`config.mk`:
```
export PLATFORM = sky130hd
export DESIGN_NAME = tmz_timer
export DESIGN_NICKNAME = d
export VERILOG_FILES = /design/src/hdl/tmz_pkg.sv /design/src/hdl/tmz_timer.sv /design/src/hdl/tmz_src_edge.sv /design/src/hdl/tmz_axil_slave.sv
export VERILOG_INCLUDE_DIRS = /design/src /design/src/hdl
export SDC_FILE = /design/constraint.sdc
export NUM_CORES = 1
export LEC_CHECK = 0
export BUFFER_PORTS_ARGS = -buffer_cell sky130_fd_sc_hd__buf_2
export CORE_MARGIN = 5
export CORE_UTILIZATION = 30
export DETAILED_ROUTE_END_ITERATION = 6
export PLACE_DENSITY_LB_ADDON = 0.05
export SLEW_MARGIN = 5
export SYNTH_ARGS = -nofsm -noshare
export SYNTH_HDL_FRONTEND = slang
export SYNTH_SLANG_ARGS = --single-unit
```
`constraint.sdc`:
```
create_clock -name clk_i -period 4.5 [get_ports clk_i]
set_input_delay 0.9 -clock clk_i [delete_from_list [all_inputs] [get_ports clk_i]]
set_output_delay 0.9 -clock clk_i [all_outputs]
set_load 0.01 [all_outputs]
```
`src/hdl/tmz_defines.svh`:
```
`ifndef TMZ_DEFINES_SVH
`define TMZ_DEFINES_SVH

// ----------------------------------------------------------------------
// register indexes (byte address is four times the index)
// ----------------------------------------------------------------------
`define TMZ_IDX_LOW    14'h059c
`define TMZ_IDX_HIGH   14'h059d
`define TMZ_IDX_CTL0   14'h059e
`define TMZ_IDX_CTL1   14'h059f
`define TMZ_SEL_LOW    2'h0
`define TMZ_SEL_HIGH   2'h1
`define TMZ_SEL_CTL0   2'h2
`define TMZ_SEL_CTL1   2'h3

// ----------------------------------------------------------------------
// field positions and reset values
// ----------------------------------------------------------------------
`define TMZ_C0_EN      7
`define TMZ_C0_OUT     5
`define TMZ_C0_WIDE    4
`define TMZ_C0_POST    3:0
`define TMZ_C1_CS      7:5
`define TMZ_C1_ASYNC   4
`define TMZ_C1_CKPS    3:0
`define TMZ_RST_BYTE   8'h00
`define TMZ_BYTE_MAX   8'hff

// ----------------------------------------------------------------------
// count source codes and bus answers
// ----------------------------------------------------------------------
`define TMZ_CS_PIN     3'h0
`define TMZ_CS_PIN_INV 3'h1
`define TMZ_CS_INSTR   3'h2
`define TMZ_CS_FAST    3'h3
`define TMZ_CS_SLOW    3'h4
`define TMZ_CS_MEDIUM  3'h5
`define TMZ_CS_SECOND  3'h6
`define TMZ_CS_LOGIC   3'h7
`define TMZ_RESP_OKAY  2'h0
`define TMZ_RESP_SLVERR 2'h2

`endif

```
`src/hdl/tmz_pkg.sv`:
```
`default_nettype none
package tmz_pkg;
  typedef logic [7:0]  tmz_byte_t;
  typedef logic [1:0]  tmz_sel_t;
  typedef logic [14:0] tmz_pre_t;
endpackage
`default_nettype wire

```
`src/hdl/tmz_timer.sv`:
```
`timescale 1ns/1ps
`include "tmz_defines.svh"
`default_nettype none
module tmz_timer #(
  parameter int ADDR_W = 16
)
(
  // clock and reset
  input  wire logic              clk_i,
  input  wire logic              rst_i,
  // axi4-lite register bus
  input  wire logic [ADDR_W-1:0] s_axi_awaddr,
  input  wire logic              s_axi_awvalid,
  output logic                   s_axi_awready,
  input  wire logic [31:0]       s_axi_wdata,
  input  wire logic [3:0]        s_axi_wstrb,
  input  wire logic              s_axi_wvalid,
  output logic                   s_axi_wready,
  output logic [1:0]             s_axi_bresp,
  output logic                   s_axi_bvalid,
  input  wire logic              s_axi_bready,
  input  wire logic [ADDR_W-1:0] s_axi_araddr,
  input  wire logic              s_axi_arvalid,
  output logic                   s_axi_arready,
  output logic [31:0]            s_axi_rdata,
  output logic [1:0]             s_axi_rresp,
  output logic                   s_axi_rvalid,
  input  wire logic              s_axi_rready,
  // count sources
  input  wire logic              count_pin_input_i,
  input  wire logic              fast_internal_osc_i,
  input  wire logic              slow_internal_osc_i,
  input  wire logic              medium_internal_osc_i,
  input  wire logic              secondary_osc_i,
  input  wire logic              logic_cell_one_output_i,
  // power and interrupt
  input  wire logic              sleep_i,
  input  wire logic              timer_irq_enable_i,
  input  wire logic              timer_irq_clear_i,
  output logic                   timer_output_signal_o,
  output logic                   timer_irq_flag_o,
  output logic                   irq_req_o,
  output logic                   wake_o
);
  // ----------------------------------------------------------------------
  // state
  // ----------------------------------------------------------------------
  tmz_pkg::tmz_byte_t low_ff, hi_reg_ff, hi_live_ff, buf_ff, ctl0_ff, ctl1_ff;
  tmz_pkg::tmz_byte_t nxt_low, nxt_hi_reg, nxt_hi_live, nxt_buf, nxt_ctl0, nxt_ctl1;
  tmz_pkg::tmz_pre_t  pre_ff, nxt_pre, pre_limit;
  logic [3:0]         post_ff, nxt_post;
  logic               out_ff, nxt_out;
  logic               flag_ff, nxt_flag;
  logic               wr_en, rd_en;
  tmz_pkg::tmz_sel_t  wr_sel, rd_sel;
  tmz_pkg::tmz_byte_t wr_data, rd_data;
  logic               en, wide, async_mode, src_raw, src_rise, src_tick;
  logic               wr_low, wr_high, wr_ctl, cnt_en, ptick, evt, post_wrap, match;
  logic [15:0]        pre_span;
  logic [15:0]        wide_next;

  // ----------------------------------------------------------------------
  // bus slave and source edge detect
  // ----------------------------------------------------------------------
  tmz_axil_slave #(.ADDR_W(ADDR_W)) u_bus
  (
    .clk_i         (clk_i),
    .rst_i         (rst_i),
    .s_axi_awaddr  (s_axi_awaddr),
    .s_axi_awvalid (s_axi_awvalid),
    .s_axi_awready (s_axi_awready),
    .s_axi_wdata   (s_axi_wdata),
    .s_axi_wstrb   (s_axi_wstrb),
    .s_axi_wvalid  (s_axi_wvalid),
    .s_axi_wready  (s_axi_wready),
    .s_axi_bresp   (s_axi_bresp),
    .s_axi_bvalid  (s_axi_bvalid),
    .s_axi_bready  (s_axi_bready),
    .s_axi_araddr  (s_axi_araddr),
    .s_axi_arvalid (s_axi_arvalid),
    .s_axi_arready (s_axi_arready),
    .s_axi_rdata   (s_axi_rdata),
    .s_axi_rresp   (s_axi_rresp),
    .s_axi_rvalid  (s_axi_rvalid),
    .s_axi_rready  (s_axi_rready),
    .wr_en_o       (wr_en),
    .wr_sel_o      (wr_sel),
    .wr_data_o     (wr_data),
    .rd_en_o       (rd_en),
    .rd_sel_o      (rd_sel),
    .rd_data_i     (rd_data)
  );

  assign en         = ctl0_ff[`TMZ_C0_EN];
  assign wide       = ctl0_ff[`TMZ_C0_WIDE];
  assign async_mode = ctl1_ff[`TMZ_C1_ASYNC];

  always_comb
  begin
    case (ctl1_ff[`TMZ_C1_CS])
      `TMZ_CS_PIN:     src_raw = count_pin_input_i;
      `TMZ_CS_PIN_INV: src_raw = ~count_pin_input_i;
      `TMZ_CS_FAST:    src_raw = fast_internal_osc_i;
      `TMZ_CS_SLOW:    src_raw = slow_internal_osc_i;
      `TMZ_CS_MEDIUM:  src_raw = medium_internal_osc_i;
      `TMZ_CS_SECOND:  src_raw = secondary_osc_i;
      `TMZ_CS_LOGIC:   src_raw = logic_cell_one_output_i;
      default:         src_raw = 1'b0;
    endcase
  end

  tmz_src_edge u_edge
  (
    .clk_i   (clk_i),
    .rst_i   (rst_i),
    .src_i   (src_raw),
    .async_i (async_mode),
    .rise_o  (src_rise)
  );

  // the instruction clock ticks every cycle; sleep only stops synchronized counting
  assign src_tick = (ctl1_ff[`TMZ_C1_CS] == `TMZ_CS_INSTR) ? 1'b1 : src_rise;
  assign cnt_en = en & src_tick & ~(sleep_i & ~async_mode);

  // ----------------------------------------------------------------------
  // register access decode
  // ----------------------------------------------------------------------
  assign wr_low  = wr_en & (wr_sel == `TMZ_SEL_LOW);
  assign wr_high = wr_en & (wr_sel == `TMZ_SEL_HIGH);
  assign wr_ctl  = wr_en & ((wr_sel == `TMZ_SEL_CTL0) | (wr_sel == `TMZ_SEL_CTL1));

  always_comb
  begin
    case (rd_sel)
      `TMZ_SEL_LOW:  rd_data = low_ff;
      `TMZ_SEL_HIGH: rd_data = hi_reg_ff;
      `TMZ_SEL_CTL0: rd_data = {ctl0_ff[`TMZ_C0_EN], 1'b0, timer_output_signal_o,
                                ctl0_ff[`TMZ_C0_WIDE], ctl0_ff[`TMZ_C0_POST]};
      default:       rd_data = ctl1_ff;
    endcase
  end

  // ----------------------------------------------------------------------
  // prescaler, counter and postscaler
  // ----------------------------------------------------------------------
  assign pre_span  = 16'h0001 << ctl1_ff[`TMZ_C1_CKPS];
  assign pre_limit = tmz_pkg::tmz_pre_t'(pre_span - 16'h0001);
  assign ptick     = cnt_en & (pre_ff == pre_limit);
  assign match     = (low_ff == buf_ff);
  assign wide_next = {hi_live_ff, low_ff} + 16'h0001;
  assign evt       = ptick & (wide ? (wide_next == 16'h0000) : match);
  assign post_wrap = (post_ff == ctl0_ff[`TMZ_C0_POST]);

  always_comb
  begin
    nxt_ctl0    = ctl0_ff;
    nxt_ctl1    = ctl1_ff;
    nxt_low     = low_ff;
    nxt_hi_reg  = hi_reg_ff;
    nxt_hi_live = hi_live_ff;
    nxt_buf     = buf_ff;
    nxt_pre     = pre_ff;
    nxt_post    = post_ff;
    nxt_out     = out_ff;
    if (cnt_en)
      nxt_pre = (pre_ff == pre_limit) ? '0 : pre_ff + 15'h0001;
    if (ptick)
    begin
      if (wide)
      begin
        nxt_low     = wide_next[7:0];
        nxt_hi_live = wide_next[15:8];
      end
      else if (match)
      begin
        nxt_low = `TMZ_RST_BYTE;
        nxt_buf = hi_reg_ff;
      end
      else
        nxt_low = low_ff + 8'h01;
    end
    if (evt)
    begin
      nxt_post = post_wrap ? 4'h0 : post_ff + 4'h1;
      if (post_wrap)
        nxt_out = ~out_ff;
    end
    // in 16-bit mode a read of the low byte snapshots the live high byte
    if (rd_en & (rd_sel == `TMZ_SEL_LOW) & wide)
      nxt_hi_reg = hi_live_ff;
    if (wr_high)
      nxt_hi_reg = wr_data;
    if (wr_low)
    begin
      nxt_low = wr_data;
      if (wide)
        nxt_hi_live = hi_reg_ff;
    end
    if (wr_en & (wr_sel == `TMZ_SEL_CTL0))
      nxt_ctl0 = wr_data;
    if (wr_en & (wr_sel == `TMZ_SEL_CTL1))
      nxt_ctl1 = wr_data;
    if (wr_low | wr_ctl)
    begin
      nxt_pre  = '0;
      nxt_post = 4'h0;
    end
  end

  always_ff @(posedge clk_i)
  begin
    if (rst_i)
    begin
      ctl0_ff    <= `TMZ_RST_BYTE;
      ctl1_ff    <= `TMZ_RST_BYTE;
      low_ff     <= `TMZ_RST_BYTE;
      hi_reg_ff  <= `TMZ_RST_BYTE;
      hi_live_ff <= `TMZ_RST_BYTE;
      buf_ff     <= `TMZ_RST_BYTE;
      pre_ff     <= '0;
      post_ff    <= 4'h0;
      out_ff     <= 1'b0;
    end
    else
    begin
      ctl0_ff    <= nxt_ctl0;
      ctl1_ff    <= nxt_ctl1;
      low_ff     <= nxt_low;
      hi_reg_ff  <= nxt_hi_reg;
      hi_live_ff <= nxt_hi_live;
      buf_ff     <= nxt_buf;
      pre_ff     <= nxt_pre;
      post_ff    <= nxt_post;
      out_ff     <= nxt_out;
    end
  end

  // ----------------------------------------------------------------------
  // output and interrupt flag
  // ----------------------------------------------------------------------
  // ctl0 bit 5 reads back this output; a software write to it is stored in ctl0_ff but never used
  assign timer_output_signal_o = (~wide & (hi_reg_ff == 8'h00)) | out_ff;

  always_comb
  begin
    // a toggle in the same cycle as a clear wins, so no event is lost
    nxt_flag = (evt & post_wrap) | (flag_ff & ~timer_irq_clear_i);
  end

  always_ff @(posedge clk_i)
  begin
    if (rst_i)
      flag_ff <= 1'b0;
    else
      flag_ff <= nxt_flag;
  end

  assign timer_irq_flag_o = flag_ff;
  assign irq_req_o = flag_ff & timer_irq_enable_i;
  assign wake_o    = irq_req_o & sleep_i & async_mode;

  // ----------------------------------------------------------------------
  // checks
  // ----------------------------------------------------------------------
  a_prescale_clear: assert property (@(posedge clk_i) disable iff (rst_i)
    (wr_low | wr_ctl) |=> (pre_ff == '0) && (post_ff == 4'h0))
    else $error("prescaler or postscaler not cleared by write");

  a_zero_period_high: assert property (@(posedge clk_i) disable iff (rst_i)
    (!wide && hi_reg_ff == 8'h00) |-> timer_output_signal_o)
    else $error("output not high with zero period");

  a_flag_on_toggle: assert property (@(posedge clk_i) disable iff (rst_i)
    (out_ff != $past(out_ff)) |-> flag_ff)
    else $error("flag not set when output toggled");

  a_post_ratio: assert property (@(posedge clk_i) disable iff (rst_i)
    (evt && !post_wrap && !(wr_low | wr_ctl)) |=> $stable(out_ff))
    else $error("output toggled before ratio reached");

  a_disabled_hold: assert property (@(posedge clk_i) disable iff (rst_i)
    (!en && !wr_en) |=> $stable(low_ff) && $stable(pre_ff) && !$rose(flag_ff))
    else $error("disabled timer changed state");

  a_sync_sleep_stop: assert property (@(posedge clk_i) disable iff (rst_i)
    (sleep_i && !async_mode && !wr_en) |=> $stable(low_ff) && $stable(hi_live_ff))
    else $error("synchronized timer counted in sleep");

  a_match_restart: assert property (@(posedge clk_i) disable iff (rst_i)
    (ptick && !wide && match && !wr_en) |=> (low_ff == 8'h00) && (buf_ff == $past(hi_reg_ff)))
    else $error("match did not restart count");

  a_wide_wrap: assert property (@(posedge clk_i) disable iff (rst_i)
    (ptick && wide && low_ff == `TMZ_BYTE_MAX && hi_live_ff == `TMZ_BYTE_MAX && !wr_en)
      |=> (low_ff == 8'h00) && (hi_live_ff == 8'h00))
    else $error("16-bit counter did not wrap");

  a_low_write_high: assert property (@(posedge clk_i) disable iff (rst_i)
    (wr_low && wide) |=> hi_live_ff == $past(hi_reg_ff))
    else $error("high byte not transferred on low write");
endmodule
`default_nettype wire

```
`src/hdl/tmz_src_edge.sv`:
```
`timescale 1ns/1ps
`default_nettype none
module tmz_src_edge
(
  // clock and reset
  input  wire logic clk_i,
  input  wire logic rst_i,
  // selected source and mode
  input  wire logic src_i,
  input  wire logic async_i,
  // one-cycle pulse per rising edge
  output logic      rise_o
);
  logic sync1_ff;
  logic sync2_ff;
  logic sync3_ff;
  logic raw_ff;
  logic nxt_sync1;
  logic nxt_sync2;
  logic nxt_sync3;
  logic nxt_raw;

  always_comb
  begin
    nxt_sync1 = src_i;
    nxt_sync2 = sync1_ff;
    nxt_sync3 = sync2_ff;
    nxt_raw   = src_i;
  end

  always_ff @(posedge clk_i)
  begin
    if (rst_i)
    begin
      sync1_ff <= 1'b0;
      sync2_ff <= 1'b0;
      sync3_ff <= 1'b0;
      raw_ff   <= 1'b0;
    end
    else
    begin
      sync1_ff <= nxt_sync1;
      sync2_ff <= nxt_sync2;
      sync3_ff <= nxt_sync3;
      raw_ff   <= nxt_raw;
    end
  end

  // async path skips the synchroniser, trading metastability margin for latency
  assign rise_o = async_i ? (src_i & ~raw_ff) : (sync2_ff & ~sync3_ff);
endmodule
`default_nettype wire

```
`src/hdl/tmz_axil_slave.sv`:
```
`timescale 1ns/1ps
`include "tmz_defines.svh"
`default_nettype none
module tmz_axil_slave #(
  parameter int ADDR_W = 16
)
(
  // clock and reset
  input  wire logic              clk_i,
  input  wire logic              rst_i,
  // write address and data
  input  wire logic [ADDR_W-1:0] s_axi_awaddr,
  input  wire logic              s_axi_awvalid,
  output logic                   s_axi_awready,
  input  wire logic [31:0]       s_axi_wdata,
  input  wire logic [3:0]        s_axi_wstrb,
  input  wire logic              s_axi_wvalid,
  output logic                   s_axi_wready,
  output logic [1:0]             s_axi_bresp,
  output logic                   s_axi_bvalid,
  input  wire logic              s_axi_bready,
  // read address and data
  input  wire logic [ADDR_W-1:0] s_axi_araddr,
  input  wire logic              s_axi_arvalid,
  output logic                   s_axi_arready,
  output logic [31:0]            s_axi_rdata,
  output logic [1:0]             s_axi_rresp,
  output logic                   s_axi_rvalid,
  input  wire logic              s_axi_rready,
  // register side
  output logic                   wr_en_o,
  output tmz_pkg::tmz_sel_t      wr_sel_o,
  output tmz_pkg::tmz_byte_t     wr_data_o,
  output logic                   rd_en_o,
  output tmz_pkg::tmz_sel_t      rd_sel_o,
  input  wire tmz_pkg::tmz_byte_t rd_data_i
);
  logic              aw_ff, w_ff, b_ff, r_ff;
  logic              nxt_aw, nxt_w, nxt_b, nxt_r;
  logic [ADDR_W-1:0] awa_ff, nxt_awa;
  logic [7:0]        wd_ff, nxt_wd;
  logic              ws_ff, nxt_ws;
  logic [1:0]        bresp_ff, nxt_bresp, rresp_ff, nxt_rresp;
  logic [31:0]       rd_ff, nxt_rd;
  logic              w_hit, r_hit;

  assign s_axi_awready = ~aw_ff;
  assign s_axi_wready  = ~w_ff;
  assign s_axi_arready = ~r_ff;
  assign s_axi_bvalid  = b_ff;
  assign s_axi_bresp   = bresp_ff;
  assign s_axi_rvalid  = r_ff;
  assign s_axi_rresp   = rresp_ff;
  assign s_axi_rdata   = rd_ff;
  assign w_hit = awa_ff[ADDR_W-1:4] == `TMZ_IDX_LOW >> 2;
  assign r_hit = s_axi_araddr[ADDR_W-1:4] == `TMZ_IDX_LOW >> 2;
  assign wr_sel_o  = awa_ff[3:2];
  assign rd_sel_o  = s_axi_araddr[3:2];
  assign wr_data_o = wd_ff;

  always_comb
  begin
    nxt_aw = aw_ff | s_axi_awvalid;
    nxt_awa = (s_axi_awvalid & ~aw_ff) ? s_axi_awaddr : awa_ff;
    nxt_w  = w_ff | s_axi_wvalid;
    nxt_wd = (s_axi_wvalid & ~w_ff) ? s_axi_wdata[7:0] : wd_ff;
    nxt_ws = (s_axi_wvalid & ~w_ff) ? s_axi_wstrb[0] : ws_ff;
    nxt_b = b_ff & ~s_axi_bready;
    nxt_bresp = bresp_ff;
    wr_en_o = 1'b0;
    // both halves held and no answer pending: commit and answer next cycle
    if (aw_ff & w_ff & ~b_ff)
    begin
      wr_en_o = w_hit & ws_ff;
      nxt_b = 1'b1;
      nxt_aw = 1'b0;
      nxt_w = 1'b0;
      nxt_bresp = w_hit ? `TMZ_RESP_OKAY : `TMZ_RESP_SLVERR;
    end
    rd_en_o = s_axi_arvalid & ~r_ff & r_hit;
    nxt_r = r_ff & ~s_axi_rready;
    nxt_rd = rd_ff;
    nxt_rresp = rresp_ff;
    if (s_axi_arvalid & ~r_ff)
    begin
      nxt_r = 1'b1;
      nxt_rd = r_hit ? {24'h000000, rd_data_i} : 32'h00000000;
      nxt_rresp = r_hit ? `TMZ_RESP_OKAY : `TMZ_RESP_SLVERR;
    end
  end

  always_ff @(posedge clk_i)
  begin
    if (rst_i)
    begin
      aw_ff <= 1'b0;
      w_ff <= 1'b0;
      b_ff <= 1'b0;
      r_ff <= 1'b0;
      awa_ff <= '0;
      wd_ff <= 8'h00;
      ws_ff <= 1'b0;
      bresp_ff <= 2'h0;
      rresp_ff <= 2'h0;
      rd_ff <= 32'h00000000;
    end
    else
    begin
      aw_ff <= nxt_aw;
      w_ff <= nxt_w;
      b_ff <= nxt_b;
      r_ff <= nxt_r;
      awa_ff <= nxt_awa;
      wd_ff <= nxt_wd;
      ws_ff <= nxt_ws;
      bresp_ff <= nxt_bresp;
      rresp_ff <= nxt_rresp;
      rd_ff <= nxt_rd;
    end
  end
endmodule
`default_nettype wire

```
==> flow_summary.toml <==
[pwr]
total_leakage_power_nw = 2.63
ir_drop_mv = 0.190
pwr_density_cell_mw_per_mm2 = 274
seqPwrFrac_pct = 51.7
internal_power_mw = 1.40
p_clk_share_pct = 42.3
p_sw_mw = 0.499
p_total_mw = 1.90
p_sw_share_pct = 26.3
combPwrFrac_pct = 6.0

[route]
routed_wl_mm = 19.2
remaining_drc_errors = 0
firstDrtPassIters = 4
wire_per_inst_um = 17.8
ant_nets = 0
post_drt_via_cell_ratio = 5.16
drtIter0Drc = 308
num_vias = 5591

[worst_hold_path]
hp-start = "u_bus.awa_ff[15]"
hp-class = "reg2reg"
hold_path_depth = 2

[die]
die_h_um = 153
die_w_um = 153
rows = 52
die-area_mm2 = 0.0236
ioPinCount = 129
design.core.area_mm2 = 0.0202
start_util_pct = 30.5

[sta]
slew_headroom_pct = 34.2
min_period_over_period_pct = 83.1
finalHoldViolations = 0
drv_slew = 0
skew_ps = 13.5
fin_tns_setup_ps = 0
rsz0062_at_grt = "no"
post-route-min-period_ps = 3740
finalSetupViolations = 0
fmax_ghz = 0.268
worst-slew-pin-transition_ps = 986

[synthesis]
async_flop_share_pct = 0
avgSynthCellArea_um2 = 8.07
synth_cell_types = 74
synth_edf_count = 0
synth_area_mm2 = 0.00617
yosysWarningCount = 0
synth_seq_area_share_pct = 34.7
ys_seq_elements = 107
synthFlopType = "dfxtp_1"
synthCells = 765

[clock_network]
hold_buffers = 0
cts_tree = "done"
numCtsBuffers = 9
cts_repair_resize_count = 0
clock_latency_ps = 360
cts_sinks = 107
post_cts_buffers = 0
clock_path_buffers = 2
cts.clk_slew.worst_paths_ps = 80
cts_max_level = 3
clock-root-buffer = "clkbuf_16"

[worst_setup_path]
worstPathArrival_ps = 3990
path_class = "reg2reg"
regToRegEndpoint = "out_ff"
r2r-start = "low_ff[1]"
crit_end = "out_ff"
startpoint_type = "flop"
worstSetupEndpointType = "flop"
required_ps = 4750
cp_max_fo = 7
startpoint = "low_ff[1]"
r2r_slack_ps = 760
worst-r2r-cell-count = 8

[job]
maxCapViolCount = 0

[final_layout]
regArea_mm2 = 0.00214
fin_area_mm2 = 0.00694
mostFrequentLayoutCells = "107 x dfxtp_1, 94 x nand2_1, 76 x nor2_1"
nets = 896
area_growth_pct = 12.4
multiInputGateArea_mm2 = 0.00365
drive_above_1_share_pct = 15.8
post-route-util_pct = 34.3
final_common_cell = "dfxtp_1"
num-fill-cells = 2179

[global_routing]
grt_pass1_wl_mm = 30.1
grt_pass1_vias = 5326
grt.total_usage_pct = 16.1
grt_max_degree = 90
grt-ovfl-total = 0
antenna_found_initial = 0

[run_status]
status = "complete, no violations"

[placed_design]
numPortBuffers = 71
place_area_mm2 = 0.00663
place_congestion = 0.855
dpl.hpwl_mm = 14.0
[synthesized netlist by cell type (9+ instances only)]
cell type,instances,share of area (%)
dfxtp_1,107,35
a21oi_1,55,4.5
nor2_1,76,4.6
and3_1,11,1.1
a211oi_1,16,1.9
xor2_1,11,1.6
clkbuf_1,33,2.0
mux2i_1,22,3.6
o21bai_1,14,1.7
nand3_1,26,2.1
buf_4,28,3.4
nand2_1,94,5.7
nand4_1,15,1.5
or3_1,9,0.91
o21ai_0,29,2.4
inv_1,16,0.97
nor2b_1,16,1.6
nor3_1,23,1.9
xnor2_1,21,3.0
buf_2,13,1.1
[flip-flops by register name, summed over array words and instances (netlist names), 4 cells and up, named ones only]
signal and flops:
ctl1_ff 8, u_bus.s_axi_rdata 8, buf_ff 8, u_bus.awa_ff 14
pre_ff 15, post_ff 4, u_bus.wr_data_o 8, hi_reg_ff 8
ctl0_ff 6, low_ff 8
[worst min-delay path by stage]
stage,to,slack [ps]
after global routing,u_bus.awa_ff[15],480
after global placement,u_bus.awa_ff[11],440
after detailed placement,u_bus.awa_ff[15],450
after floorplan,u_bus.awa_ff[7],430
after CTS,u_bus.awa_ff[15],460
final,u_bus.awa_ff[15],450
[power groups by stage]
stage               clock, mW  combinational, mW  sequential, mW
finish                  0.804              0.114           0.982
global route            0.876              0.129           0.985
CTS                     0.839              0.115           0.983
detailed placement          0              0.115            1.00
global placement            0              0.113            1.00
floorplan                   0             0.0875           0.996
[through the flow]
stage | setup slack, ps | std cells | hold slack [ps]
finish | 762 | 1083 | 453
global route | 556 | 1082 | 477
CTS | 833 | 1082 | 458
detailed placement | 833 | 1066 | 445
global placement | 933 | 1066 | 441
floorplan | 1530 | 790 | 431
[cell families (layout without fill, tap and decap cells)]
| group | after synthesis | after routing | synth area share [%] |
|---|---|---|---|
| buf+inv | 93 | 115 | 7.86 |
| fa+ha+maj | 5 | 5 | 1.01 |
| flops | 107 | 107 | 34.7 |
| other cells | 1 | 27 | 0.0607 |
| xor+xnor | 32 | 32 | 4.54 |
| simple gates | 324 | 324 | 26.8 |
| compound gates | 170 | 170 | 18.0 |
| mux | 33 | 33 | 7.03 |
[metal layers]
metal  global-route usage, %  vias to the layer above  routed length (um)
met5                       0                        -                   0
met4                    4.29                        0                 275
met3                    2.97                       18                 840
met2                    25.8                      148                8800
met1                    22.2                     2656                9320
li1                        -                     2769                   -
[critical path, stage by stage (launching register included)]
cell       delay (ps)
dfxtp_1           550
ha_1              360
and4_1            400
xnor2_1           170
a41oi_1           130
a2111oi_0         640
a31oi_1           420
nor3b_1           580
mux2_1            370
[area by class of cell]
| cell class | instances | area share (%) |
|---|---|---|
| Tap cell | 270 | 4.87 |
| Clock inverter | 7 | 1.12 |
| Sequential cell | 107 | 30.9 |
| Multi-Input combinational cell | 590 | 52.6 |
| Clock buffer | 9 | 3.25 |
| Inverter | 16 | 0.866 |
| Timing Repair Buffer | 83 | 6.42 |
| Antenna cell | 1 | 0.0361 |
Power figures use the tool's default switching activity.
